**src/rtl/ac_switch_pkg.sv**
```systemverilog
package ac_switch_pkg;
  // ==========================================================
  // Recovery timer and reset values
  // ==========================================================
  localparam int unsigned RAMP_CYCLES = 1024;
  localparam int unsigned RAMP_CNT_W = 11;
  localparam logic [10:0] RAMP_CNT_RST = 11'h000;
  localparam logic GATE_RST = 1'b0;

  // ==========================================================
  // Sequencer states
  // ==========================================================
  typedef enum logic [5:0] {
    ST_LOCKOUT = 6'h01,
    ST_QUALIFY = 6'h02,
    ST_TIMER = 6'h04,
    ST_ARM_ON = 6'h08,
    ST_ON = 6'h10,
    ST_TRIP = 6'h20
  } seq_state_t;

  // Cap ramp phases
  typedef enum logic [1:0] {
    CAP_DOWN = 2'h1,
    CAP_UP = 2'h2
  } cap_phase_t;
endpackage : ac_switch_pkg

```
**src/rtl/sense_if.sv**
```systemverilog
// ============================================================
// Synchronised sense levels and zero-crossing edges
// ============================================================
interface sense_if;
  logic supply_ok;
  logic in_window;
  logic ov_pos;
  logic ov_neg;
  logic over_temp;
  logic temp_released;
  logic cap_at_high;
  logic cap_at_low;
  logic zc_rise;
  logic zc_fall;
  modport producer (
    output supply_ok, in_window, ov_pos, ov_neg, over_temp, temp_released,
    output cap_at_high, cap_at_low, zc_rise, zc_fall
  );
  modport consumer (
    input supply_ok, in_window, ov_pos, ov_neg, over_temp, temp_released,
    input cap_at_high, cap_at_low, zc_rise, zc_fall
  );
endinterface : sense_if

```
**src/rtl/input_sync.sv**
```systemverilog
// ============================================================
// Two-stage synchronisers and zero-crossing edge detect
// ============================================================
module input_sync
  import ac_switch_pkg::*;
#(
  parameter int unsigned N_IN = 9
) (
  input wire logic clk_sys_i,
  input wire logic sys_rst_i,
  input wire logic [8:0] raw_i,
  sense_if.producer sense
);
  logic [N_IN-1:0] stage1;
  logic [N_IN-1:0] stage2;
  logic zc_prev;
  logic [N_IN-1:0] next_stage1;
  logic [N_IN-1:0] next_stage2;
  logic next_zc_prev;

  // Stage1 feeds only stage2; everything else reads stage2
  always_comb begin
    next_stage1 = raw_i;
    next_stage2 = stage1;
    next_zc_prev = stage2[8];
  end

  always_ff @(posedge clk_sys_i or posedge sys_rst_i) begin
    if (sys_rst_i) begin
      stage1 <= '0;
      stage2 <= '0;
      zc_prev <= 1'b0;
    end else begin
      stage1 <= next_stage1; // see [RULE11]
      stage2 <= next_stage2;
      zc_prev <= next_zc_prev;
    end
  end

  // One edge pulse per crossing, taken from settled levels
  assign sense.supply_ok = stage2[0];
  assign sense.in_window = stage2[1];
  assign sense.ov_pos = stage2[2];
  assign sense.ov_neg = stage2[3];
  assign sense.over_temp = stage2[4];
  assign sense.temp_released = stage2[5];
  assign sense.cap_at_high = stage2[6];
  assign sense.cap_at_low = stage2[7];
  assign sense.zc_rise = stage2[8] & ~zc_prev; // see [RULE11]
  assign sense.zc_fall = ~stage2[8] & zc_prev; // see [RULE11]
endmodule : input_sync

```
**src/rtl/recovery_timer.sv**
```systemverilog
// ============================================================
// Capacitor ramp controller and ramp cycle counter
// ============================================================
module recovery_timer
  import ac_switch_pkg::*;
#(
  parameter int unsigned CYCLES = RAMP_CYCLES
) (
  input wire logic clk_sys_i,
  input wire logic sys_rst_i,
  input wire logic run_i,
  sense_if.consumer sense,
  output logic sink_on_o,
  output logic source_on_o,
  output logic done_o,
  output logic [10:0] count_o
);
  cap_phase_t phase;
  cap_phase_t next_phase;
  logic [10:0] count;
  logic [10:0] next_count;
  logic done;
  logic next_done;

  // Down first, then up; one full down-up trip is one count
  always_comb begin
    next_phase = phase;
    next_count = count;
    next_done = done;
    if (!run_i) begin
      next_phase = CAP_DOWN;
      next_count = RAMP_CNT_RST; // see [RULE8]
      next_done = 1'b0;
    end else if (!done) begin
      case (phase)
        CAP_DOWN: begin
          if (sense.cap_at_low) next_phase = CAP_UP; // see [RULE6]
        end
        CAP_UP: begin
          if (sense.cap_at_high) begin
            next_phase = CAP_DOWN;
            next_count = count + 11'h001;
            if (count == 11'(CYCLES - 1)) next_done = 1'b1; // see [RULE6]
          end
        end
        default: next_phase = CAP_DOWN;
      endcase
    end
  end

  always_ff @(posedge clk_sys_i or posedge sys_rst_i) begin
    if (sys_rst_i) begin
      phase <= CAP_DOWN;
      count <= RAMP_CNT_RST;
      done <= 1'b0;
    end else begin
      phase <= next_phase;
      count <= next_count;
      done <= next_done;
    end
  end

  // Current sources idle once the interval is done or not running
  assign sink_on_o = run_i & ~done & (phase == CAP_DOWN);
  assign source_on_o = run_i & ~done & (phase == CAP_UP);
  assign done_o = done;
  assign count_o = count;
endmodule : recovery_timer

```
**src/rtl/ac_switch_ovp_sequencer.sv**
```systemverilog
// Contract
// [RULE1] Drive off until supply rises; hysteretic lockout
// [RULE2] Turn-on starts only inside start-up window
// [RULE3] Over-voltage while on trips at crossing
// [RULE4] Positive trip on falling, negative on rising
// [RULE5] Timer starts after one full in-window cycle
// [RULE6] Count 1024 down-up capacitor ramp cycles
// [RULE7] Switch on at next rising crossing
// [RULE8] Leaving window resets timer, requalify
// [RULE9] Over-temperature turns off at falling crossing
// [RULE10] After thermal trip, wait release, full restart
// [RULE11] Synchronise inputs, one decision per edge
// [RULE12] Reset or lockout clears everything, drive off; lockout keeps the thermal latch
module ac_switch_ovp_sequencer
  import ac_switch_pkg::*;
#(
  parameter int unsigned CYCLES = RAMP_CYCLES
) (
  input wire logic clk_sys_i,
  input wire logic sys_rst_i,
  input wire logic supply_lockout_ok_i,
  input wire logic sense_in_window_i,
  input wire logic overvoltage_pos_i,
  input wire logic overvoltage_neg_i,
  input wire logic over_temp_i,
  input wire logic temp_released_i,
  input wire logic cap_at_high_i,
  input wire logic cap_at_low_i,
  input wire logic line_load_zero_i,
  output logic switch_gate_drive_o,
  output logic cap_sink_on_o,
  output logic cap_source_on_o,
  output logic overvoltage_protection_o,
  output logic thermal_shutdown_o,
  output logic timer_done_o
);
  // ==========================================================
  // Timing notes
  // ==========================================================
  // Every comparator passes two sync flops, so a pin change is
  // acted on three edges later; the gate and flags show on the outputs
  // at that same edge, the sink and source pins one edge later, the done pin up to two. Supply hysteresis is left to the comparator; this
  // block only sees its level. Pulses shorter than a clock period
  // on any sense pin may be missed, which the slow mains waveform
  // never produces. The trade is a few clocks of latency against
  // metastability on pins that are fully asynchronous in practice.
  // A crossing that bounces inside one clock gives at most one
  // edge pulse, so a noisy comparator cannot switch twice.

  // ==========================================================
  // Input synchronisation
  // ==========================================================
  // All sense pins share one synchroniser so their relative timing
  // is kept; the crossing pin is the top bit of the bundle
  sense_if sense ();

  input_sync #(
    .N_IN(9)
  ) u_sync (
    .clk_sys_i(clk_sys_i),
    .sys_rst_i(sys_rst_i),
    .raw_i({line_load_zero_i, cap_at_low_i, cap_at_high_i, temp_released_i,
            over_temp_i, overvoltage_neg_i, overvoltage_pos_i, sense_in_window_i,
            supply_lockout_ok_i}),
    .sense(sense.producer)
  );

  // ==========================================================
  // Sequencer state
  // ==========================================================
  // Trip causes wait here for their own crossing edge
  seq_state_t state;
  seq_state_t next_state;
  logic gate;
  logic next_gate;
  logic trip_pos;
  logic next_trip_pos;
  logic trip_neg;
  logic next_trip_neg;
  logic trip_hot;
  logic next_trip_hot;

  // Thermal latch outlives a trip and blocks requalification
  logic hot_latch;
  logic next_hot_latch;

  // Qualification progress through the in-window mains cycle
  logic seen_rise;
  logic next_seen_rise;
  logic cycle_ok;
  logic next_cycle_ok;

  // Links to the recovery timer
  logic timer_run;
  logic sink_on;
  logic source_on;
  logic timer_done;

  // ==========================================================
  // Recovery timer
  // ==========================================================
  // Timer runs only after a full qualifying cycle was seen
  assign timer_run = ((state == ST_TIMER) || (state == ST_ARM_ON)) && cycle_ok; // see [RULE5]

  recovery_timer #(
    .CYCLES(CYCLES)
  ) u_timer (
    .clk_sys_i(clk_sys_i),
    .sys_rst_i(sys_rst_i),
    .run_i(timer_run),
    .sense(sense.consumer),
    .sink_on_o(sink_on),
    .source_on_o(source_on),
    .done_o(timer_done),
    .count_o()
  );

  // ==========================================================
  // Sequencer next state
  // ==========================================================
  // Next-state logic; lockout overrides every other decision
  always_comb begin
    next_state = state;
    next_gate = gate;
    next_trip_pos = trip_pos;
    next_trip_neg = trip_neg;
    next_trip_hot = trip_hot;
    next_seen_rise = seen_rise;
    next_cycle_ok = cycle_ok;
    if (!sense.supply_ok) begin
      // Falling threshold lives in the comparator, so hysteresis is analog
      next_state = ST_LOCKOUT; // see [RULE1] see [RULE12]
      next_gate = 1'b0; // see [RULE12]
      next_trip_pos = 1'b0;
      next_trip_neg = 1'b0;
      next_trip_hot = 1'b0;
      next_seen_rise = 1'b0;
      next_cycle_ok = 1'b0;
    end else begin
      case (state)
        // Supply just came good: start counting crossings afresh
        // so a cycle begun before lockout never counts
        ST_LOCKOUT: begin
          next_state = ST_QUALIFY; // see [RULE1]
          next_seen_rise = 1'b0;
          next_cycle_ok = 1'b0;
        end
        // Two rising crossings in window make one full cycle;
        // any excursion or heat starts the count over
        ST_QUALIFY: begin
          // A full cycle runs rising edge to rising edge, all in window
          if (!sense.in_window || hot_latch) begin
            next_seen_rise = 1'b0; // see [RULE2] see [RULE10]
            next_cycle_ok = 1'b0;
          end else if (sense.zc_rise) begin
            if (seen_rise) begin
              next_state = ST_TIMER; // see [RULE5]
            end
            next_seen_rise = 1'b1;
            next_cycle_ok = 1'b1;
          end
        end
        // Ramps run here; leaving the window throws away the
        // ramps so far and demands a new qualifying cycle
        ST_TIMER: begin
          if (!sense.in_window || hot_latch) begin
            next_state = ST_QUALIFY; // see [RULE8]
            next_seen_rise = 1'b0;
            next_cycle_ok = 1'b0;
          end else if (timer_done) begin
            next_state = ST_ARM_ON;
          end
        end
        // Interval complete; wait for a rising crossing so the
        // switch closes with no voltage across it
        ST_ARM_ON: begin
          if (!sense.in_window || hot_latch) begin
            next_state = ST_QUALIFY; // see [RULE8]
            next_seen_rise = 1'b0;
          end else if (sense.zc_rise) begin
            next_state = ST_ON; // see [RULE7]
            next_gate = 1'b1;
          end
        end
        // Heat is checked first, but an over-voltage in the same clock is
        // still latched in ST_TRIP, so a negative one can open on a rising edge
        ST_ON: begin
          if (sense.over_temp) begin
            next_trip_hot = 1'b1; // see [RULE9]
            next_state = ST_TRIP;
          end else if (sense.ov_pos) begin
            next_trip_pos = 1'b1; // see [RULE3]
            next_state = ST_TRIP;
          end else if (sense.ov_neg) begin
            next_trip_neg = 1'b1; // see [RULE3]
            next_state = ST_TRIP;
          end
        end
        // Gate stays on until the crossing that suits the cause;
        // opening away from zero volts would stress the switch
        ST_TRIP: begin
          // Late second cause still wins the earliest qualifying edge
          if (sense.ov_neg) next_trip_neg = 1'b1;
          if (sense.ov_pos) next_trip_pos = 1'b1;
          if (sense.over_temp) next_trip_hot = 1'b1;
          if ((sense.zc_fall && (trip_pos || trip_hot)) ||
              (sense.zc_rise && trip_neg)) begin
            next_gate = 1'b0; // see [RULE4] see [RULE9]
            next_state = ST_QUALIFY; // see [RULE10]
            next_trip_pos = 1'b0;
            next_trip_neg = 1'b0;
            next_trip_hot = 1'b0;
            next_seen_rise = 1'b0;
            next_cycle_ok = 1'b0;
          end
        end
        default: begin
          next_state = ST_LOCKOUT;
          next_gate = 1'b0;
        end
      endcase
    end
  end

  // Register the sequencer; reset forces the drive off
  always_ff @(posedge clk_sys_i or posedge sys_rst_i) begin
    if (sys_rst_i) begin
      state <= ST_LOCKOUT; // see [RULE12]
      gate <= GATE_RST;
      trip_pos <= 1'b0;
      trip_neg <= 1'b0;
      trip_hot <= 1'b0;
      seen_rise <= 1'b0;
      cycle_ok <= 1'b0;
    end else begin
      state <= next_state;
      gate <= next_gate;
      trip_pos <= next_trip_pos;
      trip_neg <= next_trip_neg;
      trip_hot <= next_trip_hot;
      seen_rise <= next_seen_rise;
      cycle_ok <= next_cycle_ok;
    end
  end

  // ==========================================================
  // Thermal latch
  // ==========================================================
  // Set wins over release; supply loss keeps the latch so a hot
  // restart still waits for the junction to cool
  always_comb begin
    next_hot_latch = hot_latch;
    if (sense.supply_ok && sense.over_temp) begin
      next_hot_latch = 1'b1; // see [RULE9]
    end else if (sense.supply_ok && sense.temp_released) begin
      next_hot_latch = 1'b0; // see [RULE10]
    end
  end

  // Register the thermal latch only
  always_ff @(posedge clk_sys_i or posedge sys_rst_i) begin
    if (sys_rst_i) begin
      hot_latch <= 1'b0;
    end else begin
      hot_latch <= next_hot_latch;
    end
  end

  // ==========================================================
  // Output flops
  // ==========================================================
  logic next_drive;
  logic next_sink;
  logic next_source;
  logic next_ovp_flag;
  logic next_thermal_flag;
  logic next_done_flag;

  // Over-voltage and thermal flags follow the next state so they move with the gate
  always_comb begin
    next_drive = next_gate; // see [RULE1]
    next_sink = sink_on;
    next_source = source_on;
    next_ovp_flag = next_trip_pos | next_trip_neg; // see [RULE3]
    next_thermal_flag = next_hot_latch; // see [RULE9]
    next_done_flag = timer_done;
  end

  // Registers only; reset leaves every pin low
  always_ff @(posedge clk_sys_i or posedge sys_rst_i) begin
    if (sys_rst_i) begin
      switch_gate_drive_o <= GATE_RST;
      cap_sink_on_o <= 1'b0;
      cap_source_on_o <= 1'b0;
      overvoltage_protection_o <= 1'b0;
      thermal_shutdown_o <= 1'b0;
      timer_done_o <= 1'b0;
    end else begin
      switch_gate_drive_o <= next_drive;
      cap_sink_on_o <= next_sink;
      cap_source_on_o <= next_source;
      overvoltage_protection_o <= next_ovp_flag;
      thermal_shutdown_o <= next_thermal_flag;
      timer_done_o <= next_done_flag;
    end
  end
endmodule : ac_switch_ovp_sequencer

```
**config.mk**
```make
export PLATFORM = sky130hd
export DESIGN_NAME = ac_switch_ovp_sequencer
export DESIGN_NICKNAME = d
export VERILOG_FILES = /design/src/rtl/ac_switch_pkg.sv /design/src/rtl/sense_if.sv /design/src/rtl/input_sync.sv /design/src/rtl/recovery_timer.sv /design/src/rtl/ac_switch_ovp_sequencer.sv
export SDC_FILE = /design/constraint.sdc
export NUM_CORES = 1
export LEC_CHECK = 0
export ABC_CLOCK_PERIOD_IN_PS = 4300
export BUFFER_PORTS_ARGS = -buffer_cell sky130_fd_sc_hd__buf_4
export CAP_MARGIN = 40
export CORE_AREA = 2 2 64 66
export DETAILED_ROUTE_END_ITERATION = 12
export DIE_AREA = 0 0 66 68
export PLACE_DENSITY = 0.9
export SLEW_MARGIN = 20
export SYNTH_ARGS = -nofsm -noshare
export SYNTH_HDL_FRONTEND = slang
export SYNTH_SLANG_ARGS = --single-unit
```
**constraint.sdc**
```tcl
create_clock -name clk_sys_i -period 4.3 [get_ports clk_sys_i]
set_input_delay 0.43 -clock clk_sys_i [delete_from_list [all_inputs] [get_ports clk_sys_i]]
set_output_delay 0.43 -clock clk_sys_i [all_outputs]
set_load 0.1 [all_outputs]
```
==> After elaboration in Yosys (flattened, before gate mapping) <==
Index checks and enable logic that the tools add are counted.
Widths: inputs -> output; s select.
{ "totals": {"reg_bits": 50, "latch_bits": 0, "ram_bits": 0, "rom_bits": 0, "inputBits": 11, "elab_cells": 132, "memories": 0} }
{ "op_classes": {"addsub": 1, "n_mul": 0, "div": 0, "magnitude_cmp": 0, "eq_ne": 30, "shift": 0, "n_mux": 55, "n_bitwise": 9, "reduce_logical": 19} }
{ "ops": {"columns": ["cell", "n"], "rows": [
  ["$mux 6", 12],
  ["$mux 11", 4],
  ["$pmux 6 s6", 1],
  ["$ne 3x3->1 const B", 11],
  ["$mux 1", 27],
  ["$reduce_and 4->1", 3],
  ["$add 11x1->11 const B", 1],
  ["$eq 11x10->1 const B", 1],
  ["$ne 5x5->1 const B", 2],
  ["$mux 2", 4],
  ["$ne 2x2->1 const B", 4],
  ["$ne 4x4->1 const B", 2],
  ["$pmux 1 s4", 2],
  ["$reduce_and 7->1", 1],
  ["$eq 6x1->1 const B", 1],
  ["$eq 6x2->1 const B", 1],
  ["$eq 6x3->1 const B", 1],
  ["$eq 6x4->1 const B", 1],
  ["$eq 6x5->1 const B", 1],
  ["$eq 6x6->1 const B", 1],
  ["$pmux 1 s2", 3],
  ["$reduce_and 3->1", 2],
  ["$and 1x1->1", 5],
  ["$logic_and 1x1->1", 5],
  ["other kinds (13)", 18]
]} }

==> Longest topological paths before layout <==
{ "depth": {"word_depth": 8, "depth_mapped": 7} }

==> Modules after synthesis <==
A second synthesis with hierarchy kept.
{ "hier_totals": {"hier_cells": 218, "hier_area_um2": 2356.0} }
{ "by_module_without_submodules": {"columns": ["mod", "n_inst", "cells_each", "area_per_inst_um2"], "rows": [
  ["ac_switch_ovp_sequencer", 1, 118, 1088.5],
  ["recovery_timer", 1, 78, 773.2],
  ["input_sync", 1, 22, 494.2]
]} }

==> Least setup slack after synthesis <==
No wires, ideal clock.
{ "synth_path": {"path_type": "register to register", "from": "register, netlist name thermal_shutdown_o", "to": "register cycle_ok", "setup_ps": 94, "arrival_ps": 1853, "setup_slack_ps": 2353, "stages_incl_launch_ff": 6, "n_path_buf": 1, "synth_period_minus_slack_ps": 1947, "path_cell_list": "dfrtp_1 nor2b_1 clkbuf_1 a311oi_1 a41oi_1 a211oi_1"} }
{ "synth_lines": {"columns": ["element", "line_no", "text"], "rows": [
  ["end signal: assignment", "ac_switch_ovp_sequencer.sv:242", "cycle_ok <= next_cycle_ok;"],
  ["end: declaration", "ac_switch_ovp_sequencer.sv:90", "logic cycle_ok;"]
]} }

==> Worst setup path in the final report <==
{ "layout_path": {"from": "register state[5]", "to": "register cap_source_on_o"} }
{ "layout_via": {"elab_chain_len": 5, "word_cells_on_any_way": 6, "cone_classes": "2 x eq/ne; 2 x bitwise; 2 x reduce/logical"} }
{ "layout_lines": {"columns": ["element", "line_no", "text"], "rows": [
  ["start: declaration", "ac_switch_ovp_sequencer.sv:72", "seq_state_t state;"],
  ["start signal: assignment", "ac_switch_ovp_sequencer.sv:236", "state <= next_state;"],
  ["$eq 6x3->1 or $eq 6x4->1 (tied branches)", "ac_switch_ovp_sequencer.sv:103", "assign timer_run = ((state == ST_TIMER) || (state == ST_ARM_ON)) && cycle_ok;"],
  ["$logic_or 1x1->1 (*)", "ac_switch_ovp_sequencer.sv:103", null],
  ["$logic_and 1x1->1 (*)", "ac_switch_ovp_sequencer.sv:103", null],
  ["$and 1x1->1 (*) (2 in series)", "recovery_timer.sv:65", "assign source_on_o = run_i & ~done & (phase == CAP_UP);"],
  ["via next_source", "ac_switch_ovp_sequencer.sv:274", "logic next_source;"],
  ["end signal: assignment", "ac_switch_ovp_sequencer.sv:301", "cap_source_on_o <= next_source;"],
  ["end: declaration", "ac_switch_ovp_sequencer.sv:32", "output logic cap_source_on_o,"]
]} }
The timed path passes the listed nets; every way through them passes the cells marked *.
A chain may end at the register's enable or synchronous reset.

==> impl_metrics.toml <==
[global_routing]
overflow = 0
grt_util_met2_pct = 31.8
grt_busiest_layer = "met2"
gr-usage-met1_pct = 25.0
grt_pass1_wl_um = 6320
grt_start_max_net_pins = 27
use_met3_pct = 4.44
grt_pass1_vias = 1416
gr-usage-all-layers_pct = 19.3
antenna_found_initial = 0

[pwr]
p_leak_nw = 1.08
p_clk_share_pct = 35.9
p_switching_uw = 203
combPwrFrac_pct = 8.2
p_int_uw = 688
seqPwrFrac_pct = 55.8
power_per_cell_area_nw_per_um2 = 362
ir_worst_vdd_uv = 286
p_total_uw = 891
swShare_pct = 22.8

[setup_path]
slowest_delay_ns = 0.55
crit_buf_inv = 0
cp.required_ns = 4.51
cp-start-kind = "flop"
path_delay_family = "simple AND/OR/NAND/NOR gates"
critical-path-slowest-cell = "dfrtp_1"
path_class = "reg2reg"
worstPathArrival_ns = 2.09
worstSetupEndpointType = "flop"
crit_path_max_fanout = 16
cp_cell_sequence = "nor4_4, nand3_1, nor3b_1"

[run_status]
outcome = "completed"

[timing]
final-max-slew-violation-count = 0
tns_ns = 0
skew_ns = 0.00493
finalHoldViolCount = 0
finalCritPeriodShare_pct = 43.7
clock.fmax_ghz = 0.533
grt_setup_unrepaired = "no"
worst_slew_pin_slew_ns = 0.624
post-route-min-period_ns = 1.88
setup_viol_count_final = 0
slew_headroom_pct = 58.3

[layout]
drive_gt1_share_pct = 14.5
nets = 231
area_growth_pct = 11.8
fill_cells = 291
mostFrequentLayoutCell = "dfrtp_1"
diodes = 0
final_cell_mix = "dfrtp_1 (48), nor2_1 (25), nand2_1 (20)"

[die]
core-area_um2 = 3860
ios = 17
die_area_um2 = 4490
dieHeight_um = 68
initial_core_util_pct = 57.1
rows = 23
die-width_um = 66

[clock_network]
numCtsBuffers = 5
cts_tree = "built"
htreeDepth = 2
clock_latency_ns = 0.30
cts-hold-fix-buffers = 0
cts_resized = 0
clockBufferDepth = 2
clk_pin_slew_ns = 0.09
clkSinkCount = 50
root_buffer = "clkbuf_8"
postCtsSetupBuffers = 0

[synth]
avgSynthCellArea_um2 = 10.8
synth_ff_type = "dfrtp_1"
ys_ff_latch = 50
syn_inst = 204
synthAdderAreaFrac_pct = 0.569
synth_nets = 216
synthMuxAreaShare_pct = 0.455
yosysSeqAreaShare_pct = 57.0
ys_types = 46
yosys_warnings = 0
synth_edf_count = 0
syn_area_um2 = 2200
synth-compound-area-share_pct = 11.8
synthArstFlopShare_pct = 100
synthXorXnorAreaFrac_pct = 4.78
synthSimpleGateAreaFrac_pct = 22.2
synth_top_family_by_area = "simple AND/OR/NAND/NOR gates"

[placed_design]
dpl.hpwl_um = 2680
gp_congestion = 0.856
port_buffers = 16

[routing]
via_per_inst = 5.73
drc_errors = 0
postRouteWirelength_um = 3950
via_count = 1548
drt_iter0_markers = 73
first_pass_iters = 4
ant_nets = 0
routedWlPerCell_um = 14.6

[hold_path]
hold_path_class = "in2async"

[run]
maxCapViolCount = 0
## metrics by stage
stage	std cells	cell area [um2]	util, %	setup WS (ns)	hold WS, ns
floorplan	204	2200	-	2.35	0.331
global placement	261	2330	60.4	2.54	0.331
detailed placement	262	2350	61.1	2.45	0.337
CTS	270	2460	63.8	2.43	0.189
global route	270	2460	63.8	2.25	0.215
finish	270	2460	63.8	2.42	0.173
## layer usage
layer,wire [um],part of all wire (%),up-vias
li1,-,-,740
met1,1720,44,758
met2,1990,50,44
met3,160,4.0,6
met4,73,1.8,0
met5,0,0,-
## worst reg2reg max path, delay by kind of cell (launching register included)
kind	cells	cell delay, ns
and+or+nand+nor	3	1.23
DFF	1	0.55
## synthesized netlist by cell type, types with 3 or more instances
library cell	count	area, um2
a21oi_1	9	45.0
a31oi_1	4	25.0
and3_1	4	25.0
buf_2	3	15.0
buf_4	3	22.5
dfrtp_1	48	1200
inv_1	4	15.0
nand2_1	20	75.1
nand2b_1	5	31.3
nand4_1	6	37.5
nor2_1	25	93.8
nor2b_1	6	37.5
nor3_1	3	15.0
o21ai_0	12	60.1
xor2_1	10	87.6
## cell type report
class                           count  area [um2]  area share [%]
Clock buffer                        7        76.3            3.10
Clock inverter                      1        30.0            1.22
Multi-Input combinational cell    141         876            35.6
Inverter                            4        15.0           0.610
Sequential cell                    50        1250            50.9
Tap cell                           50        62.6            2.54
Timing Repair Buffer               17         148            6.00
## logic make-up (layout without fill, tap and decap cells)
group,after synthesis,after routing
AO/OA/AOI/OAI,41,41
XOR/XNOR,12,12
adder cells (fa/ha/maj),1,1
buffers and inverters,13,29
flip-flops,50,50
multiplexers,1,1
AND/OR/NAND/NOR,86,86
## state kept, by name, indices dropped and copies added (netlist names), 2 cells and up
register and cells:
u_sync.next_stage2 9, u_sync.stage2 9, u_timer.phase 2, u_timer.count_o 11, state 6
## worst paths after layout
check | from | to | slack [ns] | depth (start not counted)
worst max-delay path | state[5] | cap_source_on_o | 2.42 | 3
worst min-delay path | sys_rst_i | u_sync.next_stage2[7] | 0.17 | 2
worst max register to register | state[5] | cap_source_on_o | 2.42 | 3
worst min register to register | u_sync.next_stage2[5] | u_sync.stage2[5] | 0.35 | 0
max in group asynchronous | sys_rst_i | u_timer.phase[0] | 3.55 | 3
min in group clk_sys_i | supply_lockout_ok_i | u_sync.next_stage2[0] | 0.23 | 1
## power by group through the flow
stage | logic [mW] | clock network, mW | registers [mW]
after floorplan | 0.0442 | 0 | 0.512
after global placement | 0.0685 | 0 | 0.505
after detailed placement | 0.0729 | 0 | 0.507
after CTS | 0.0738 | 0.323 | 0.498
after global routing | 0.0813 | 0.343 | 0.500
final | 0.0733 | 0.320 | 0.498
No activity file was read; power rests on OpenSTA's default activity.
